===== config.mk =====
export PLATFORM = sky130hd
export DESIGN_NAME = clsrb_top
export DESIGN_NICKNAME = d
export VERILOG_FILES = /design/src/clsrb_top.v /design/src/clsrb_sync.v /design/src/clsrb_meas.v
export VERILOG_INCLUDE_DIRS = /design/src
export SDC_FILE = /design/constraint.sdc
export NUM_CORES = 1
export LEC_CHECK = 0
export CAP_MARGIN = 5
export CORE_ASPECT_RATIO = 0.9
export CORE_UTILIZATION = 50
export CTS_BUF_LIST = sky130_fd_sc_hd__clkbuf_16
export DETAILED_ROUTE_END_ITERATION = 7
export DONT_BUFFER_PORTS = 1
export GPL_TIMING_DRIVEN = 0
export HOLD_SLACK_MARGIN = 0.05
export RECOVER_POWER = 25
export SLEW_MARGIN = 20
export SYNTH_ARGS = -nofsm -noshare
export SYNTH_HDL_FRONTEND = slang
export SYNTH_SLANG_ARGS = --single-unit
export TNS_END_PERCENT = 1

===== constraint.sdc =====
create_clock -name CLK_SYS -period 13.1 [get_ports CLK_SYS]
set_input_delay 2.62 -clock CLK_SYS [delete_from_list [all_inputs] [get_ports CLK_SYS]]
set_output_delay 2.62 -clock CLK_SYS [all_outputs]
set_load 0.02 [all_outputs]

===== src/clsrb_consts.vh =====
// Constants for the climate sensor register bank
`ifndef CLSRB_CONSTS_VH
`define CLSRB_CONSTS_VH
// ==========================================
// Register indices
`define REG_TEMP 8'h00
`define REG_HUMID 8'h01
`define REG_SETUP 8'h02
`define REG_LIMITS 8'h03
`define REG_SUPPLY 8'h04
`define REG_MAKER 8'hFE
`define REG_REV 8'hFF
// ==========================================
// Setup word layout and reset
`define SETUP_RST 16'h1000
`define SETUP_WMASK 16'h77C4
`define B_SOFT_RESET_REQUEST 15
`define B_STRETCH 14
`define B_HEAT 13
`define B_MODE 12
`define B_TRES 10
`define B_HRES_HI 9
`define B_HRES_LO 8
`define B_ATRIG_HI 7
`define B_ATRIG_LO 6
`define B_VMEAS 2
`define LIMITS_RST 16'h0000
// Identity values, arbitrary
`define MAKER_ID 16'h1234
`define REV_ID 16'h0001
// ==========================================
// Result masks per resolution
`define MASK14 16'hFFFC
`define MASK11 16'hFFE0
`define MASK8 16'hFF00
// ==========================================
// Target address, strap adds 0..3
`define ADDR_BASE 7'h40
// ==========================================
// Timing
`define CLK_PERIOD_NS 4
`define CONV_TIME_NS 6500000
`define CONV_CYC (`CONV_TIME_NS / `CLK_PERIOD_NS)
`endif


===== src/clsrb_top.v =====
// Climate sensor register bank behind a two-wire target port
`timescale 1ns/1ns
`include "clsrb_consts.vh"
module clsrb_top #(
	parameter CONV_CYC = `CONV_CYC
) (
	input wire CLK_SYS,
	input wire NRST,
	input wire CE,
	input wire SCL_IN,
	output reg SCL_OUT,
	output reg SCL_OE,
	input wire SDA_IN,
	output reg SDA_OUT,
	output reg SDA_OE,
	input wire [1:0] ADDR_STRAP_PIN,
	input wire SUPPLY_OK,
	input wire [15:0] TEMP_RAW,
	input wire [15:0] HUMID_RAW,
	input wire [15:0] SUPPLY_RAW,
	output reg HEATER_ON,
	output reg STANDBY,
	output reg ALARM_OUT_N,
	output wire ALARM_OE
);
	localparam [31:0] CONV_LAST32 = CONV_CYC - 1;
	localparam [20:0] CONV_LAST = CONV_LAST32[20:0];

	localparam [8:0] S_IDLE = 9'h001;
	localparam [8:0] S_ADDR = 9'h002;
	localparam [8:0] S_AACK = 9'h004;
	localparam [8:0] S_PTR = 9'h008;
	localparam [8:0] S_PACK = 9'h010;
	localparam [8:0] S_WDAT = 9'h020;
	localparam [8:0] S_WACK = 9'h040;
	localparam [8:0] S_RDAT = 9'h080;
	localparam [8:0] S_RACK = 9'h100;

	// ==========================================
	// Reset release and pin sampling
	reg rst_a_q;
	reg rst_b_q;
	wire rst_n;
	wire [4:0] pin_s;
	wire scl_s;
	wire sda_s;
	wire vok_s;
	reg scl_p_q;
	reg sda_p_q;
	reg [1:0] strap_q;
	reg [1:0] strap_age_q;

	always @(posedge CLK_SYS or negedge NRST) begin
		if (!NRST) begin
			rst_a_q <= 1'b0;
			rst_b_q <= 1'b0;
		end else begin
			rst_a_q <= 1'b1;
			rst_b_q <= rst_a_q;
		end
	end
	assign rst_n = rst_b_q;

	clsrb_sync #(
		.W(5)
	) u_sync (
		.clk(CLK_SYS),
		.rst_n(rst_n),
		.ce(CE),
		.d({SCL_IN, SDA_IN, SUPPLY_OK, ADDR_STRAP_PIN}),
		.q(pin_s)
	);
	assign scl_s = pin_s[4];
	assign sda_s = pin_s[3];
	assign vok_s = pin_s[2];

	// ==========================================
	// Register and compare state
	reg [15:0] setup_q;
	reg [15:0] limits_q;
	reg soft_reset_request_q;
	reg start_t_q;
	reg start_h_q;
	reg wr_q;
	reg [15:0] wdat_q;
	reg [7:0] ptr_q;
	wire busy;
	wire [15:0] temp_r;
	wire [15:0] humid_r;
	wire [15:0] supply_r;
	wire t_alm;
	wire h_alm;
	wire alarm;
	wire [15:0] setup_rd;
	reg [15:0] rd_mux;
	wire [6:0] my_addr;

	clsrb_meas #(
		.CONV_LAST(CONV_LAST)
	) u_meas (
		.clk(CLK_SYS),
		.rst_n(rst_n),
		.ce(CE),
		.clr(soft_reset_request_q),
		.start_t(start_t_q),
		.start_h(start_h_q),
		.mode(setup_q[`B_MODE]),
		.vmeas_on(setup_q[`B_VMEAS]),
		.tres(setup_q[`B_TRES]),
		.hres(setup_q[`B_HRES_HI:`B_HRES_LO]),
		.atrig(setup_q[`B_ATRIG_HI:`B_ATRIG_LO]),
		.limits(limits_q),
		.temp_raw(TEMP_RAW),
		.humid_raw(HUMID_RAW),
		.supply_raw(SUPPLY_RAW),
		.busy(busy),
		.temp_q(temp_r),
		.humid_q(humid_r),
		.supply_q(supply_r),
		.t_alm_q(t_alm),
		.h_alm_q(h_alm),
		.alarm_q(alarm)
	);
	// Open-drain alarm: pulled low while the alarm stands
	assign ALARM_OE = alarm;

	// Status bits merged live; bit 15 never stored
	assign setup_rd = {1'b0, setup_q[14:12], vok_s, setup_q[10:6],
		alarm, h_alm, t_alm, setup_q[2], 2'h0};

	always @* begin
		case (ptr_q)
		`REG_TEMP: rd_mux = temp_r;
		`REG_HUMID: rd_mux = humid_r;
		`REG_SETUP: rd_mux = setup_rd;
		`REG_LIMITS: rd_mux = limits_q;
		`REG_SUPPLY: rd_mux = supply_r;
		`REG_MAKER: rd_mux = `MAKER_ID;
		`REG_REV: rd_mux = `REV_ID;
		default: rd_mux = 16'h0000;
		endcase
	end

	// Strap caught once; sync pipe shows reset zeros for two cycles
	always @(posedge CLK_SYS or negedge rst_n) begin
		if (!rst_n) begin
			strap_q <= 2'h0;
			strap_age_q <= 2'h0;
		end else if (CE && strap_age_q != 2'h3) begin
			strap_age_q <= strap_age_q + 2'h1;
			if (strap_age_q == 2'h2)
				strap_q <= pin_s[1:0];
		end
	end
	assign my_addr = `ADDR_BASE + {5'h00, strap_q};

	// ==========================================
	// Register writes and soft reset
	always @(posedge CLK_SYS or negedge rst_n) begin
		if (!rst_n) begin
			setup_q <= `SETUP_RST;
			limits_q <= `LIMITS_RST;
			soft_reset_request_q <= 1'b0;
		end else if (CE) begin
			soft_reset_request_q <= 1'b0;
			if (soft_reset_request_q) begin
				setup_q <= `SETUP_RST;
				limits_q <= `LIMITS_RST;
			end else if (wr_q) begin
				if (ptr_q == `REG_SETUP) begin
					setup_q <= wdat_q & `SETUP_WMASK;
					soft_reset_request_q <= wdat_q[`B_SOFT_RESET_REQUEST];
				end else if (ptr_q == `REG_LIMITS) begin
					limits_q <= wdat_q;
				end
				// Other indices: acked, contents untouched
			end
		end
	end

	// ==========================================
	// Two-wire target engine
	reg [8:0] st_q;
	reg [7:0] sh_q;
	reg [3:0] bcnt_q;
	reg [7:0] hi_q;
	reg [7:0] tx_q;
	reg [15:0] rd_q;
	reg bidx_q;
	reg rw_q;
	reg hack_q;
	wire scl_rise;
	wire scl_fall;
	wire bus_start;
	wire bus_stop;

	assign scl_rise = scl_s & ~scl_p_q;
	assign scl_fall = ~scl_s & scl_p_q;
	assign bus_start = scl_s & scl_p_q & sda_p_q & ~sda_s;
	assign bus_stop = scl_s & scl_p_q & ~sda_p_q & sda_s;

	always @(posedge CLK_SYS or negedge rst_n) begin
		if (!rst_n) begin
			scl_p_q <= 1'b1;
			sda_p_q <= 1'b1;
			st_q <= S_IDLE;
			sh_q <= 8'h00;
			bcnt_q <= 4'h0;
			ptr_q <= 8'h00;
			hi_q <= 8'h00;
			tx_q <= 8'h00;
			rd_q <= 16'h0000;
			bidx_q <= 1'b0;
			rw_q <= 1'b0;
			hack_q <= 1'b0;
			wdat_q <= 16'h0000;
			wr_q <= 1'b0;
			start_t_q <= 1'b0;
			start_h_q <= 1'b0;
			SDA_OE <= 1'b0;
			SCL_OE <= 1'b0;
			STANDBY <= 1'b1;
		end else if (CE) begin
			scl_p_q <= scl_s;
			sda_p_q <= sda_s;
			start_t_q <= 1'b0;
			start_h_q <= 1'b0;
			wr_q <= 1'b0;
			if (bus_start) begin
				st_q <= S_ADDR;
				bcnt_q <= 4'h0;
				SDA_OE <= 1'b0;
				SCL_OE <= 1'b0;
				STANDBY <= 1'b0;
			end else if (bus_stop) begin
				st_q <= S_IDLE;
				SDA_OE <= 1'b0;
				SCL_OE <= 1'b0;
			end else begin
				case (st_q)
				S_IDLE: st_q <= S_IDLE;
				S_ADDR, S_PTR, S_WDAT: begin
					if (scl_rise) begin
						sh_q <= {sh_q[6:0], sda_s};
						bcnt_q <= bcnt_q + 4'h1;
					end else if (scl_fall && bcnt_q == 4'h8) begin
						bcnt_q <= 4'h0;
						if (st_q == S_ADDR) begin
							if (sh_q[7:1] != my_addr) begin
								st_q <= S_IDLE;
							end else if (sh_q[0] && busy &&
								!setup_q[`B_STRETCH]) begin
								st_q <= S_IDLE;
							end else begin
								rw_q <= sh_q[0];
								bidx_q <= 1'b0;
								SDA_OE <= 1'b1;
								SCL_OE <= sh_q[0] & busy;
								st_q <= S_AACK;
							end
						end else if (st_q == S_PTR) begin
							ptr_q <= sh_q;
							SDA_OE <= 1'b1;
							st_q <= S_PACK;
							start_t_q <= (sh_q == `REG_TEMP);
							start_h_q <= (sh_q == `REG_HUMID);
						end else begin
							SDA_OE <= 1'b1;
							st_q <= S_WACK;
							if (!bidx_q) begin
								hi_q <= sh_q;
								bidx_q <= 1'b1;
							end else begin
								wdat_q <= {hi_q, sh_q};
								wr_q <= 1'b1;
								bidx_q <= 1'b0;
							end
						end
					end
				end
				S_AACK: begin
					// Hold the clock low until conversion ends
					if (SCL_OE) begin
						if (!busy)
							SCL_OE <= 1'b0;
					end else if (scl_fall) begin
						bcnt_q <= 4'h0;
						if (rw_q) begin
							rd_q <= rd_mux;
							tx_q <= rd_mux[15:8];
							SDA_OE <= ~rd_mux[15];
							st_q <= S_RDAT;
						end else begin
							SDA_OE <= 1'b0;
							st_q <= S_PTR;
						end
					end
				end
				S_PACK, S_WACK: begin
					if (scl_fall) begin
						SDA_OE <= 1'b0;
						bcnt_q <= 4'h0;
						if (st_q == S_PACK)
							bidx_q <= 1'b0;
						st_q <= S_WDAT;
					end
				end
				S_RDAT: begin
					if (scl_fall) begin
						bcnt_q <= bcnt_q + 4'h1;
						if (bcnt_q == 4'h7) begin
							SDA_OE <= 1'b0;
							st_q <= S_RACK;
						end else begin
							SDA_OE <= ~tx_q[6];
							tx_q <= {tx_q[6:0], 1'b0};
						end
					end
				end
				S_RACK: begin
					if (scl_rise) begin
						hack_q <= ~sda_s;
					end else if (scl_fall) begin
						bcnt_q <= 4'h0;
						// Snapshot keeps both bytes of one word
						if (hack_q && !bidx_q) begin
							bidx_q <= 1'b1;
							tx_q <= rd_q[7:0];
							SDA_OE <= ~rd_q[7];
							st_q <= S_RDAT;
						end else begin
							st_q <= S_IDLE;
						end
					end
				end
				default: st_q <= S_IDLE;
				endcase
			end
		end
	end

	// ==========================================
	// Static pin levels and heater drive
	always @(posedge CLK_SYS or negedge rst_n) begin
		if (!rst_n) begin
			SCL_OUT <= 1'b0;
			SDA_OUT <= 1'b0;
			ALARM_OUT_N <= 1'b0;
			HEATER_ON <= 1'b0;
		end else if (CE) begin
			SCL_OUT <= 1'b0;
			SDA_OUT <= 1'b0;
			ALARM_OUT_N <= 1'b0;
			HEATER_ON <= setup_q[`B_HEAT];
		end
	end
endmodule // clsrb_top


===== src/clsrb_sync.v =====
// Two-stage synchroniser for pin inputs
`timescale 1ns/1ns
module clsrb_sync #(
	parameter W = 1
) (
	input wire clk,
	input wire rst_n,
	input wire ce,
	input wire [W-1:0] d,
	output reg [W-1:0] q
);
	reg [W-1:0] meta_q;

	always @(posedge clk or negedge rst_n) begin
		if (!rst_n) begin
			meta_q <= {W{1'b0}};
			q <= {W{1'b0}};
		end else if (ce) begin
			meta_q <= d;
			q <= meta_q;
		end
	end
endmodule // clsrb_sync


===== src/clsrb_meas.v =====
// Conversion sequencer, result capture and limit compare
`timescale 1ns/1ns
`include "clsrb_consts.vh"
module clsrb_meas #(
	parameter [20:0] CONV_LAST = 21'h0_0000
) (
	input wire clk,
	input wire rst_n,
	input wire ce,
	input wire clr,
	input wire start_t,
	input wire start_h,
	input wire mode,
	input wire vmeas_on,
	input wire tres,
	input wire [1:0] hres,
	input wire [1:0] atrig,
	input wire [15:0] limits,
	input wire [15:0] temp_raw,
	input wire [15:0] humid_raw,
	input wire [15:0] supply_raw,
	output wire busy,
	output reg [15:0] temp_q,
	output reg [15:0] humid_q,
	output reg [15:0] supply_q,
	output reg t_alm_q,
	output reg h_alm_q,
	output reg alarm_q
);
	localparam [2:0] M_IDLE = 3'h1;
	localparam [2:0] M_T = 3'h2;
	localparam [2:0] M_H = 3'h4;

	reg [2:0] st_q;
	reg [20:0] cnt_q;
	reg cmp_q;
	wire [15:0] tmask;
	wire [15:0] hmask;
	wire t_hit;
	wire h_hit;
	reg alarm_d;

	assign busy = ~st_q[0];
	assign tmask = tres ? `MASK11 : `MASK14;
	assign hmask = (hres == 2'h2) ? `MASK8 :
		(hres == 2'h1) ? `MASK11 : `MASK14;
	// Limit word: humidity in top 7 bits, temperature in low 9
	assign t_hit = temp_q >= {limits[8:0], 7'h00};
	assign h_hit = humid_q >= {limits[15:9], 9'h000};

	always @* begin
		case (atrig)
		2'h0: alarm_d = t_hit | h_hit;
		2'h1: alarm_d = t_hit;
		2'h2: alarm_d = h_hit;
		default: alarm_d = t_hit & h_hit;
		endcase
	end

	// ==========================================
	// Sequencer
	always @(posedge clk or negedge rst_n) begin
		if (!rst_n) begin
			st_q <= M_IDLE;
			cnt_q <= 21'h0_0000;
			cmp_q <= 1'b0;
			temp_q <= 16'h0000;
			humid_q <= 16'h0000;
			supply_q <= 16'h0000;
			t_alm_q <= 1'b0;
			h_alm_q <= 1'b0;
			alarm_q <= 1'b0;
		end else if (ce) begin
			cmp_q <= 1'b0;
			if (clr) begin
				st_q <= M_IDLE;
				cnt_q <= 21'h0_0000;
				temp_q <= 16'h0000;
				humid_q <= 16'h0000;
				supply_q <= 16'h0000;
				t_alm_q <= 1'b0;
				h_alm_q <= 1'b0;
				alarm_q <= 1'b0;
			end else begin
				case (st_q)
				M_IDLE: begin
					cnt_q <= 21'h0_0000;
					if (start_t)
						st_q <= M_T;
					else if (start_h)
						st_q <= M_H;
				end
				M_T: begin
					if (cnt_q == CONV_LAST) begin
						temp_q <= temp_raw & tmask;
						cnt_q <= 21'h0_0000;
						if (mode) begin
							st_q <= M_H;
						end else begin
							st_q <= M_IDLE;
							cmp_q <= 1'b1;
						end
					end else begin
						cnt_q <= cnt_q + 21'h0_0001;
					end
				end
				M_H: begin
					if (cnt_q == CONV_LAST) begin
						humid_q <= humid_raw & hmask;
						st_q <= M_IDLE;
						cmp_q <= 1'b1;
					end else begin
						cnt_q <= cnt_q + 21'h0_0001;
					end
				end
				default: st_q <= M_IDLE;
				endcase
				// Compare a cycle late so fresh results are used
				if (cmp_q) begin
					t_alm_q <= t_hit;
					h_alm_q <= h_hit;
					alarm_q <= alarm_d;
					if (vmeas_on)
						supply_q <= supply_raw;
				end
			end
		end
	end
endmodule // clsrb_meas


* After elaboration in Yosys (flattened, before gate mapping)
Index checks and enable logic that the tools add are counted.
** Cells by class
- Add/subtract/negate cells :: 4
- Order comparisons :: 2
- Equality and inequality tests :: 68
- Muxes and demuxes :: 144
- Bitwise gates (word level) :: 29
- Reduce and logical (&&, ||, !) cells :: 49
** Operator list (number)
- two-way mux 16 bit :: 14
- case mux 16 bit (7 select lines) :: 1
- two-way mux 9 bit :: 12
- two-way mux 1 bit :: 72
- two-way mux 21 bit :: 3
- two-way mux 7 bit :: 9
- case mux 21 bit (3 select lines) :: 1
- inequality test 4 bit (second input constant) :: 15
- two-way mux 15 bit :: 3
- case mux 9 bit (5 select lines) :: 1
- AND 16 bit :: 2
- greater-or-equal comparator 16 bit :: 2
- two-way mux 4 bit :: 8
- inequality test 2 bit (second input constant) :: 15
- AND reduction 9 bit :: 3
- two-way mux 3 bit :: 8
- adder 21 x 1 -> 21 bit (second input constant) :: 1
- equality test 21 bit (second input constant) :: 1
- inequality test 3 bit (second input constant) :: 7
- case mux 7 bit (3 select lines) :: 1
- AND reduction 7 bit :: 3
- case mux 4 bit (5 select lines) :: 1
- inverter 1 bit :: 17
- equality test 8 x 1 -> 1 bit (second input constant) :: 2
- other kinds (52) :: 94
** Word-level totals
- Flip-flop bits (word level) :: 204
- Input port bits :: 56
- Output and inout bits :: 8
- Logic and storage cells :: 334

* Logic depth before layout (Yosys ltp)
Gate-level depths: netlist of run 1.
- Depth after elaboration :: 11
- Gate-level depth with buffers :: 10
- Mapped depth without buffers :: 9

* Modules after synthesis
A second synthesis of run 1 with hierarchy kept.
** Second synthesis, totals
- Cells, all modules :: 943
- Area total of the unflattened synthesis :: 10141.0 sq um
** Modules (own cells, without submodules)
- clsrb_top :: times used 1, cells an instance 535, area an instance 5875.6 sq um, sequential area each 2808.9 sq um
- clsrb_meas :: times used 1, cells an instance 387, area an instance 3853.7 sq um, sequential area each 1803.0 sq um
- clsrb_sync :: times used 1, cells an instance 21, area an instance 411.6 sq um, sequential area each 250.2 sq um

* Worst setup path before layout of run 1
OpenSTA, ideal clock, no wires.
- Path type :: input to register
- Start :: in CE
- End :: reg ptr_q[0]
- Library setup time :: 0.125 ns
- Arrival time :: 3.978 ns
- Data required time :: 12.975 ns
- Slack :: 8.997 ns
- Stages on the path :: 5
- Path buffers :: 1
- Cells stage by stage :: inv_1 or3_1 clkbuf_1 nor2_1 mux2_2
** On the way
- Word-level cells in the longest chain between the ends :: 1
** RTL lines
- start: declaration :: line clsrb_top.v:9 : input wire CE,
- AND reduction 8 bit (no line)
- end signal: assignment :: line clsrb_top.v:262 : ptr_q <= sh_q;
- end: declaration :: line clsrb_top.v:86 : reg [7:0] ptr_q;
No other way between the ends.
A chain may end at the register's enable or synchronous reset.

* Final worst setup path of run 1
- Start :: in CE
- End :: reg u_meas.supply_q[11]
** On the way
- Word-level cells in the longest chain between the ends :: 1
** RTL lines
- AND reduction 3 bit (no line)
- end signal: assignment :: line clsrb_meas.v:124 : supply_q <= supply_raw;
- end: declaration :: line clsrb_meas.v:25 : output reg [15:0] supply_q,
No other way between the ends.

==> impl_metrics.csv, run 1 <==
group,metric,value,unit
status,outcome,"finished with violations",
status,violations,"capacitance limit, slew limit",
synthesis,synth_top_family_by_area,"compound AO/OA/AOI/OAI gates",
synthesis,yosysSeqAreaShare,49.38,%
synthesis,synthAdderAreaFrac,2.795,%
synthesis,yosysMostFrequentCell,"dfrtp_1",
sta,worst_pin_slew,2.780,ns
die,ioPinCount,64,
power,power_density,127.5,nW/um2
route,routedWlPerCell,22.08,um
clock_tree,hold_buffers,0,
synthesis,synthArstFlopShare,100.0,%
route,drtIter0Drc,671,
clock_tree,cts_max_path_buffers,2,
power,p_seq_share,47.4,%
sta,setup_viol,0,
placed_design,placed_cells,1198,
grt,track_usage,28.32,%
power,pwr-share-clk,41.9,%
sta,finalSetupTns,0,ns
synthesis,synth_area_leaders,"dfrtp_1, mux2_2, a22o_1, o21ai_0, nand2_1",
power,p_comb_share,10.8,%
layout,stdcell_count,1230,
die,die_h,135.1,um
route,viasPerCell,6.289,
grt,grt_overflow,0,
worst_setup_path,max_stage_delay,0.92,ns
synthesis,synth_edf_count,0,
worst_setup_path,crit_top_cell,"clkbuf_1",
route,vias,7736,
synthesis,synthXorXnorAreaFrac,0.7116,%
clock_tree,cts_setup_buffers,0,
sta,min_period_over_period,34.16,%
synthesis,yosys.area_share.simple,13.41,%
layout,drive_gt1_share,15.41,%
worst_setup_path,crit_type,"in -> reg",
route,first_pass_iters,5,
die,rows,48,
clock_tree,cts_root_buf,"clkbuf_16",
worst_setup_path,cpLargestDelayFamily,"simple AND/OR/NAND/NOR gates",
sta,slew-limit-headroom,-85.30,%
grt,grt_pass1_vias,7644,
worst_setup_path,crit_required,13.48,ns
route,wirelength,27.16,mm
layout,areaGrowthSynthToFinish,10.38,%
sta,max_freq,223.5,MHz
clock_tree,cts_tree,"done",
worst_setup_path,crit_buf_inv,2,
worst_setup_path,slowest_stage,"nor3_1",
synthesis,muxShareOfSynthArea,8.564,%
worst_setup_path,cp_cell_sequence,"clkbuf_1 -> nand2_1 -> nor3_1 -> clkbuf_1 -> a22o_1",
clock_tree,clock-sinks,194,
sta,rsz0062_at_grt,"false",
synthesis,synth.avg_cell_area,10.44,um2
grt,grt_pass1_wl,43.07,mm
die,die_area,20260,um2
sta,fin_crit,4.474,ns
die,die_x,149.9,um
synthesis,yosysWarnings,0,
worst_setup_path,worstPathMaxFanout,10,
clock_tree,cts_resized,0,
synthesis,synth_cell_type_count,71,
synthesis,ys.flop_type,"dfrtp_1",
power,net-switching-power,386.6,uW
die,initial_core_util,51.24,%
die,coreArea,19220,um2
clock_tree,cts.clk_slew.worst_paths,0.08,ns
layout,diodes,0,
placed_design,io_buffers,0,
worst_hold_path,hold_path.class,"reg -> reg",
flow_run,cap_violations,3,
synthesis,yosys.area.top_type,"dfrtp_1",
power,p_leak,0.004809,uW
power,intPower,999.6,uW
power,swShare,27.89,%
synthesis,synth_commonest_cells,"dfrtp_1, o21ai_0, nand2_1, mux2_2, a22o_1",
worst_setup_path,critPathLaunchType,"primary input",
clock_tree,cts_max_level,4,
synthesis,ys_seq_elements,194,
clock_tree,clk_latency,0.44,ns
placed_design,dp_hpwl,20.17,mm
grt,antenna_found_initial,0,
route,ant_nets,0,
layout,nFillCells,1686,
grt,grt_max_degree,58,
synthesis,syn_area,9847,um2
layout,final_nets,1045,
route,drc,0,
placed_design,globalplace.congestion,0.9116,
sta,finalClockSkew,0.01258,ns
synthesis,netlist.area_leader.share,47.78,%
synthesis,synth_compound_area_share,20.91,%
worst_setup_path,arrival,4.85,ns
sta,final-max-slew-violation-count,140,
power,max-vdd-ir-drop,0.00007143,V
sta,hold_violations,0,
synthesis,synthCells,943,
clock_tree,numCtsBuffers,17,
worst_setup_path,crit_path_end_kind,"flip-flop",
## cells by family after synthesis
kind of cell    count (synthesis)
compound gates                295
xor+xnor                        8
fa+ha+maj                      22
buf+inv                        95
flops                         194
mux                            75
other cells                     2
simple gates                  252
## cells in the final DEF (no fill, tap or decap), types with 21 or more instances in the layout
cell	count
a22o_1	63
nand2_1	75
dfrtp_1	188
nand3_1	30
nor2_1	48
o21ai_0	86
o31ai_1	21
a22oi_1	28
inv_1	39
clkbuf_1	34
ha_1	22
mux2_2	74
## power by group through the flow
stage / combinational [uW] / sequential, uW / clock [uW]
3_3_place_gp: 132 / 675 / 0
4_1_cts: 151 / 657 / 590
3_5_place_dp: 150 / 668 / 0
5_1_grt: 168 / 661 / 615
2_1_floorplan: 107 / 665 / 0
6_report: 149 / 656 / 580
## state kept, by name, indices dropped and copies added (netlist names), 8 cells and up
| name | count |
|---|---|
| hi_q | 8 |
| sh_q | 8 |
| st_q | 9 |
| ptr_q | 8 |
| u_meas.cnt_q | 21 |
| u_meas.supply_q | 16 |
| rd_q | 8 |
| setup_q | 9 |
| u_meas.temp_q | 14 |
| limits_q | 16 |
| u_meas.humid_q | 14 |
| wdat_q | 16 |
## per-stage QoR
stage          total power [uW]  cell area, um2  setup slack [ns]  util [%]  hold slack, ns
5_1_grt                    1444           10870             8.243     56.56          0.3799
4_1_cts                    1398           10910             8.715     56.78          0.3658
6_report                   1386           10870             8.626     56.56          0.3606
2_1_floorplan             772.1            9854             7.304         -          0.3312
3_3_place_gp              807.1           10170             5.466     52.90          0.3362
3_5_place_dp              818.1           10250             8.300     53.31          0.3372
## metal layers
layer	part of all wire, %	track usage (%)
met1	46	40.84
met2	46	43.11
met3	6.2	5.253
met4	2.2	9.259
met5	0	0
## final timing paths
path | slack [ns] | to | cells after the start | start
setup reg to reg | 9.03 | wdat_q[10] | 1 | rst_b_q
max in group asynchronous | 9.03 | wdat_q[10] | 1 | rst_b_q
hold reg to reg | 0.36 | rst_b_q | 0 | rst_a_q
min in group asynchronous | 0.71 | u_meas.humid_q[14] | 0 | rst_b_q
setup / recovery | 8.63 | u_meas.supply_q[11] | 5 | CE
hold / removal | 0.36 | rst_b_q | 0 | rst_a_q
## area by class of cell
type,count,area (um2),share of cell area [%]
Buffer,56,262.8,2.417
Clock buffer,17,425.4,3.914
Clock inverter,15,241.5,2.222
Inverter,39,146.4,1.347
Multi-Input combinational cell,656,4583,42.17
Sequential cell,194,4862,44.73
Tap cell,250,312.8,2.878
Timing Repair Buffer,3,35.03,0.3223
Power figures use the tool's default switching activity.
==> run 2: changes to the inputs <==
Settings changed: PLACE_DENSITY set to 0.68.
Clock period 13.1 ns to 3.8 ns, I/O delays scaled along.
==> impl_metrics.csv, run 2 (synthesis gave the netlist of run 1 again) <==
group,metric,value,unit
status,outcome,"finished with violations",
status,violations,"capacitance limit, slew limit",
clock_tree,cts.clk_slew.worst_paths,0.07,ns
layout,largest_reg_flops,21,
grt,antenna_found_initial,0,
route,wirelength,26.44,mm
sta,slew-limit-headroom,-20.89,%
worst_hold_path,holdPathEnd,"rst_b_q",
clock_tree,cts_root_buf,"clkbuf_16",
die,ioPinCount,64,
worst_hold_path,hold_path.class,"reg -> reg",
sta,final-max-slew-violation-count,41,
die,die_area,20260,um2
power,max-vdd-ir-drop,0.0002788,V
route,drc,0,
clock_tree,cts_max_level,4,
route,first_pass_iters,5,
layout,diodes,0,
worst_setup_path,crit_path_end_kind,"flip-flop",
layout,drive_gt1_share,15.48,%
die,coreArea,19220,um2
power,p_comb_share,11.3,%
placed_design,globalplace.congestion,0.9634,
worst_setup_path,rr_endpoint,"ptr_q[2]",
grt,grt_pass1_vias,7278,
worst_setup_path,critPathLaunchType,"flip-flop",
sta,fin_crit,3.121,ns
die,die_x,149.9,um
placed_design,io_buffers,0,
grt,grt_overflow,0,
layout,layout_commonest_cell,"dfrtp_1",
route,drtIter0Drc,717,
worst_setup_path,worstPathMaxFanout,10,
worst_setup_path,r2r-start,"scl_p_q",
worst_setup_path,crit_type,"reg -> reg",
route,ant_nets,0,
worst_setup_path,arrival,3.45,ns
die,initial_core_util,51.24,%
power,net-switching-power,1243,uW
die,rows,48,
placed_design,dp_hpwl,19.43,mm
layout,nFillCells,1694,
power,pwr-share-clk,39.4,%
route,viasPerCell,6.273,
sta,max_freq,320.4,MHz
clock_tree,clock-sinks,194,
sta,hold_violations,0,
grt,grt_pass1_wl,41.63,mm
sta,setup_viol,0,
power,swShare,27.11,%
layout,final_nets,1047,
grt,grt_max_degree,47,
layout,final_cell_area,10840,um2
die,die_h,135.1,um
route,routedWlPerCell,21.46,um
sta,worst_pin_slew,1.813,ns
worst_setup_path,ff2ff_path_depth,7,
clock_tree,cts_tree,"done",
sta,min_period_over_period,82.13,%
power,p_leak,0.004799,uW
layout,regMostFlops,"u_meas.cnt_q",
placed_design,placed_area,10260,um2
clock_tree,clk_latency,0.44,ns
grt,track_usage,27.31,%
clock_tree,hold_buffers,1,
flow_run,cap_violations,1,
sta,rsz0062_at_grt,"false",
layout,areaGrowthSynthToFinish,10.11,%
route,vias,7728,
worst_hold_path,hold_start,"rst_a_q",
power,power_density,422.8,nW/um2
worst_setup_path,crit_required,4.13,ns
clock_tree,cts_resized,0,
power,intPower,3341,uW
sta,finalClockSkew,0.01088,ns
power,p_seq_share,49.3,%
clock_tree,numCtsBuffers,17,
layout,layout_common_cells,"dfrtp_1, o21ai_0, nand2_1, mux2_2, a22o_1",
clock_tree,cts_setup_buffers,0,
worst_setup_path,regToRegSetupSlack,0.68,ns
power,power.total,4584,uW
worst_hold_path,min_delay_path_depth,0,
clock_tree,cts_max_path_buffers,2,
-- run 2: area by class of cell --
| cell class | count | area (um2) | share of cell area (%) |
|---|---|---|---|
| buffer | 56 | 262.8 | 2.423 |
| clock buffer | 17 | 425.4 | 3.923 |
| clock inverter | 15 | 160.2 | 1.477 |
| inverter | 39 | 146.4 | 1.350 |
| multi-input combinational | 656 | 4583 | 42.27 |
| sequential | 194 | 4862 | 44.84 |
| tap | 250 | 312.8 | 2.885 |
| timing repair buffer | 5 | 90.09 | 0.8308 |
-- run 2: per-stage QoR --
stage | setup slack, ns | utilization [%] | hold slack (ns) | setup TNS, ns | std cells
2_1_floorplan | 0.6074 | - | 0.3311 | 0 | 945
3_3_place_gp | -0.5734 | 52.91 | 0.3438 | -104.55 | 1195
3_5_place_dp | 0.7364 | 53.38 | 0.2801 | 0 | 1199
4_1_cts | 0.7089 | 56.48 | 0.2854 | 0 | 1232
5_1_grt | 0.2408 | 56.42 | 0.3685 | 0 | 1232
6_report | 0.6791 | 56.42 | 0.3625 | 0 | 1232
-- run 2: worst max path at each step --
stage            start            endpoint  slack, ns  cells after the start
2_1_floorplan  rst_b_q           HEATER_ON       0.61                      0
6_report       scl_p_q            ptr_q[2]       0.68                      7
3_3_place_gp   rst_b_q             tx_q[3]      -0.57                      0
3_5_place_dp   scl_p_q            ptr_q[2]       0.74                      7
4_1_cts        scl_p_q            ptr_q[2]       0.71                      7
5_1_grt        rst_b_q  u_meas.supply_q[6]       0.24                      1
-- run 2: layer usage --
metal | wire length, um | part of all wire [%] | GRT usage (%)
met1 | 12200 | 46 | 40.57
met2 | 11950 | 45 | 40.10
met4 | 513 | 1.9 | 7.912
met5 | 0 | 0 | 0
met3 | 1778 | 6.7 | 5.657
-- run 2: power by group through the flow --
| stage | logic (uW) | clock network (uW) | registers, uW |
|---|---|---|---|
| 3_3_place_gp | 456 | 0 | 2330 |
| 2_1_floorplan | 368 | 0 | 2290 |
| 6_report | 519 | 1800 | 2260 |
| 4_1_cts | 520 | 1830 | 2260 |
| 5_1_grt | 586 | 1920 | 2270 |
| 3_5_place_dp | 513 | 0 | 2300 |
-- run 2: critical path, cell delays in order (launching register included) --
cell and delay (ns):
dfstp_2 0.51, buf_2 0.18, nor2b_1 0.46, nand2_1 0.17, or3_1 0.38, clkbuf_1 0.15, nor2_1 0.71, mux2_2 0.43
==> run 3: changes to the inputs <==
Clock period 3.8 ns to 2.86 ns, I/O delays scaled along.
==> impl_metrics.csv, run 3 (synthesis gave the netlist of run 1 again) <==
group,metric,value,unit
status,outcome,"completed",
clock_tree,cts_root_buf,"clkbuf_16",
sta,hold_violations,0,
die,die_x,149.9,um
layout,regMostFlops,"u_meas.cnt_q",
placed_design,io_buffers,0,
die,coreArea,19220,um2
worst_setup_path,crit_required,3.23,ns
clock_tree,numCtsBuffers,17,
clock_tree,cts_tree,"done",
clock_tree,clk_latency,0.44,ns
grt,grt_pass1_vias,7444,
clock_tree,clock-sinks,194,
placed_design,dp_hpwl,19.14,mm
die,die_area,20260,um2
route,viasPerCell,6.270,
die,ioPinCount,64,
clock_tree,cts_max_level,4,
grt,antenna_found_initial,0,
placed_design,globalplace.congestion,0.9466,
sta,fin_crit,2.839,ns
die,rows,48,
route,drtIter0Drc,620,
route,drc,0,
worst_hold_path,min_delay_path_depth,1,
sta,max_freq,352.2,MHz
sta,fin_ws,0.02098,ns
die,initial_core_util,51.24,%
power,max-vdd-ir-drop,0.0003767,V
layout,drive_gt1_share,17.43,%
layout,final_nets,1046,
sta,worst_pin_slew,1.422,ns
layout,final_util,56.78,%
worst_setup_path,rr_endpoint,"SDA_OE",
worst_setup_path,regToRegSetupSlack,0.02,ns
power,intPower,4401,uW
placed_design,placed_area,10250,um2
placed_design,dpl_worst_slack,-0.1328,ns
grt,grt_overflow,0,
flow_run,cap_violations,0,
sta,final-max-slew-violation-count,0,
layout,layout_common_cells,"dfrtp_1, o21ai_0, mux2_2, nand2_1, a22o_1",
route,vias,7718,
clock_tree,cts.clk_slew.worst_paths,0.07,ns
route,ant_nets,0,
sta,whs,0.2579,ns
sta,min_period_over_period,99.27,%
worst_setup_path,arrival,3.20,ns
layout,layout_commonest_cell,"dfrtp_1",
worst_hold_path,holdPathEnd,"u_meas.supply_q[11]",
worst_setup_path,r2r-start,"sh_q[3]",
sta,finalClockSkew,0.01360,ns
power,net-switching-power,1742,uW
power,p_comb_share,11.7,%
die,die_h,135.1,um
grt,grt_pass1_wl,41.76,mm
worst_setup_path,ff2ff_path_depth,6,
layout,diodes,0,
power,power.total,6143,uW
worst_setup_path,worstPathMaxFanout,6,
worst_setup_path,critPathLaunchType,"flip-flop",
grt,track_usage,27.23,%
clock_tree,cts_max_path_buffers,2,
layout,final_cell_area,10910,um2
worst_setup_path,crit_type,"reg -> reg",
power,p_seq_share,48.9,%
grt,grt_max_degree,56,
worst_hold_path,hold_path.class,"in -> reg",
layout,areaGrowthSynthToFinish,10.81,%
power,p_leak,0.004844,uW
route,routedWlPerCell,21.22,um
worst_setup_path,crit_path_end_kind,"flip-flop",
sta,slew-limit-headroom,5.173,%
power,power_density,563.0,nW/um2
route,wirelength,26.13,mm
layout,largest_reg_flops,21,
route,first_pass_iters,5,
power,swShare,28.36,%
sta,rsz0062_at_grt,"true",
sta,setup_viol,0,
worst_hold_path,hold_start,"SUPPLY_RAW[11]",
power,pwr-share-clk,39.4,%
## run 3: cell types whose count changed in the layout (fill, tap and decap cells not counted), sizes merged
cell / before / now
clkinvlp: 5 / 1
inv: 43 / 46
buf: 24 / 22
clkbuf: 52 / 54
clkinv: 4 / 6
bufinv: 2 / 1
dlymetal6s4s: 1 / 0
## run 3: area by class of cell
type,count,area (um2)
multi-input cells,656,4667
repair buffers,4,57.56
plain buffers,56,272.8
inverters,39,146.4
fillers,1678,8307
well taps,250,312.8
clock buffers,17,425.4
clock inverters,15,167.7
flip-flops and latches,194,4862
## run 3: metal layers
layer,GRT usage [%],vias up,part of all wire (%)
li1,-,3563,-
met2,39.51,231,44
met5,0,-,0
met1,40.16,3886,47
met3,5.724,38,6.2
met4,9.652,0,2.5
## run 3: worst max-delay path: stages, from the launching register on
cell	delay [ns]
dfrtp_1	0.51
or4_4	0.59
or4_4	0.56
a41oi_2	0.37
nand4_1	0.18
or4_1	0.49
o21ai_0	0.08
## run 3: repair_timing
action,in CTS,in global routing
setup endpoints to repair,64,100
hold endpoints to repair,2,0
buffers inserted,0,0
hold buffers,1,0
gates resized for setup,8,23
## run 3: power by group through the flow
stage	clock (uW)	sequential, uW	combinational, uW
2_1_floorplan	0	3050	489
3_3_place_gp	0	3100	610
3_5_place_dp	0	3060	691
4_1_cts	2460	3000	703
5_1_grt	2570	3030	819
6_report	2420	3010	719
## run 3: how the worst max path moves through the flow
| stage | startpoint | to | cells past startpoint |
|---|---|---|---|
| 6_report | sh_q[3] | SDA_OE | 6 |
| 5_1_grt | sh_q[3] | SDA_OE | 6 |
| 4_1_cts | u_meas.cnt_q[10] | u_meas.temp_q[12] | 7 |
| 3_5_place_dp | ptr_q[3] | setup_q[7] | 8 |
| 3_3_place_gp | scl_p_q | ptr_q[5] | 7 |
| 2_1_floorplan | scl_p_q | ptr_q[0] | 7 |
## run 3: through the flow
stage	TNS, ns	instances
floorplan	0	945
global placement	-3.277	1195
detailed placement	-2.886	1198
CTS	0	1231
global route	-0.07934	1231
finish	0	1231
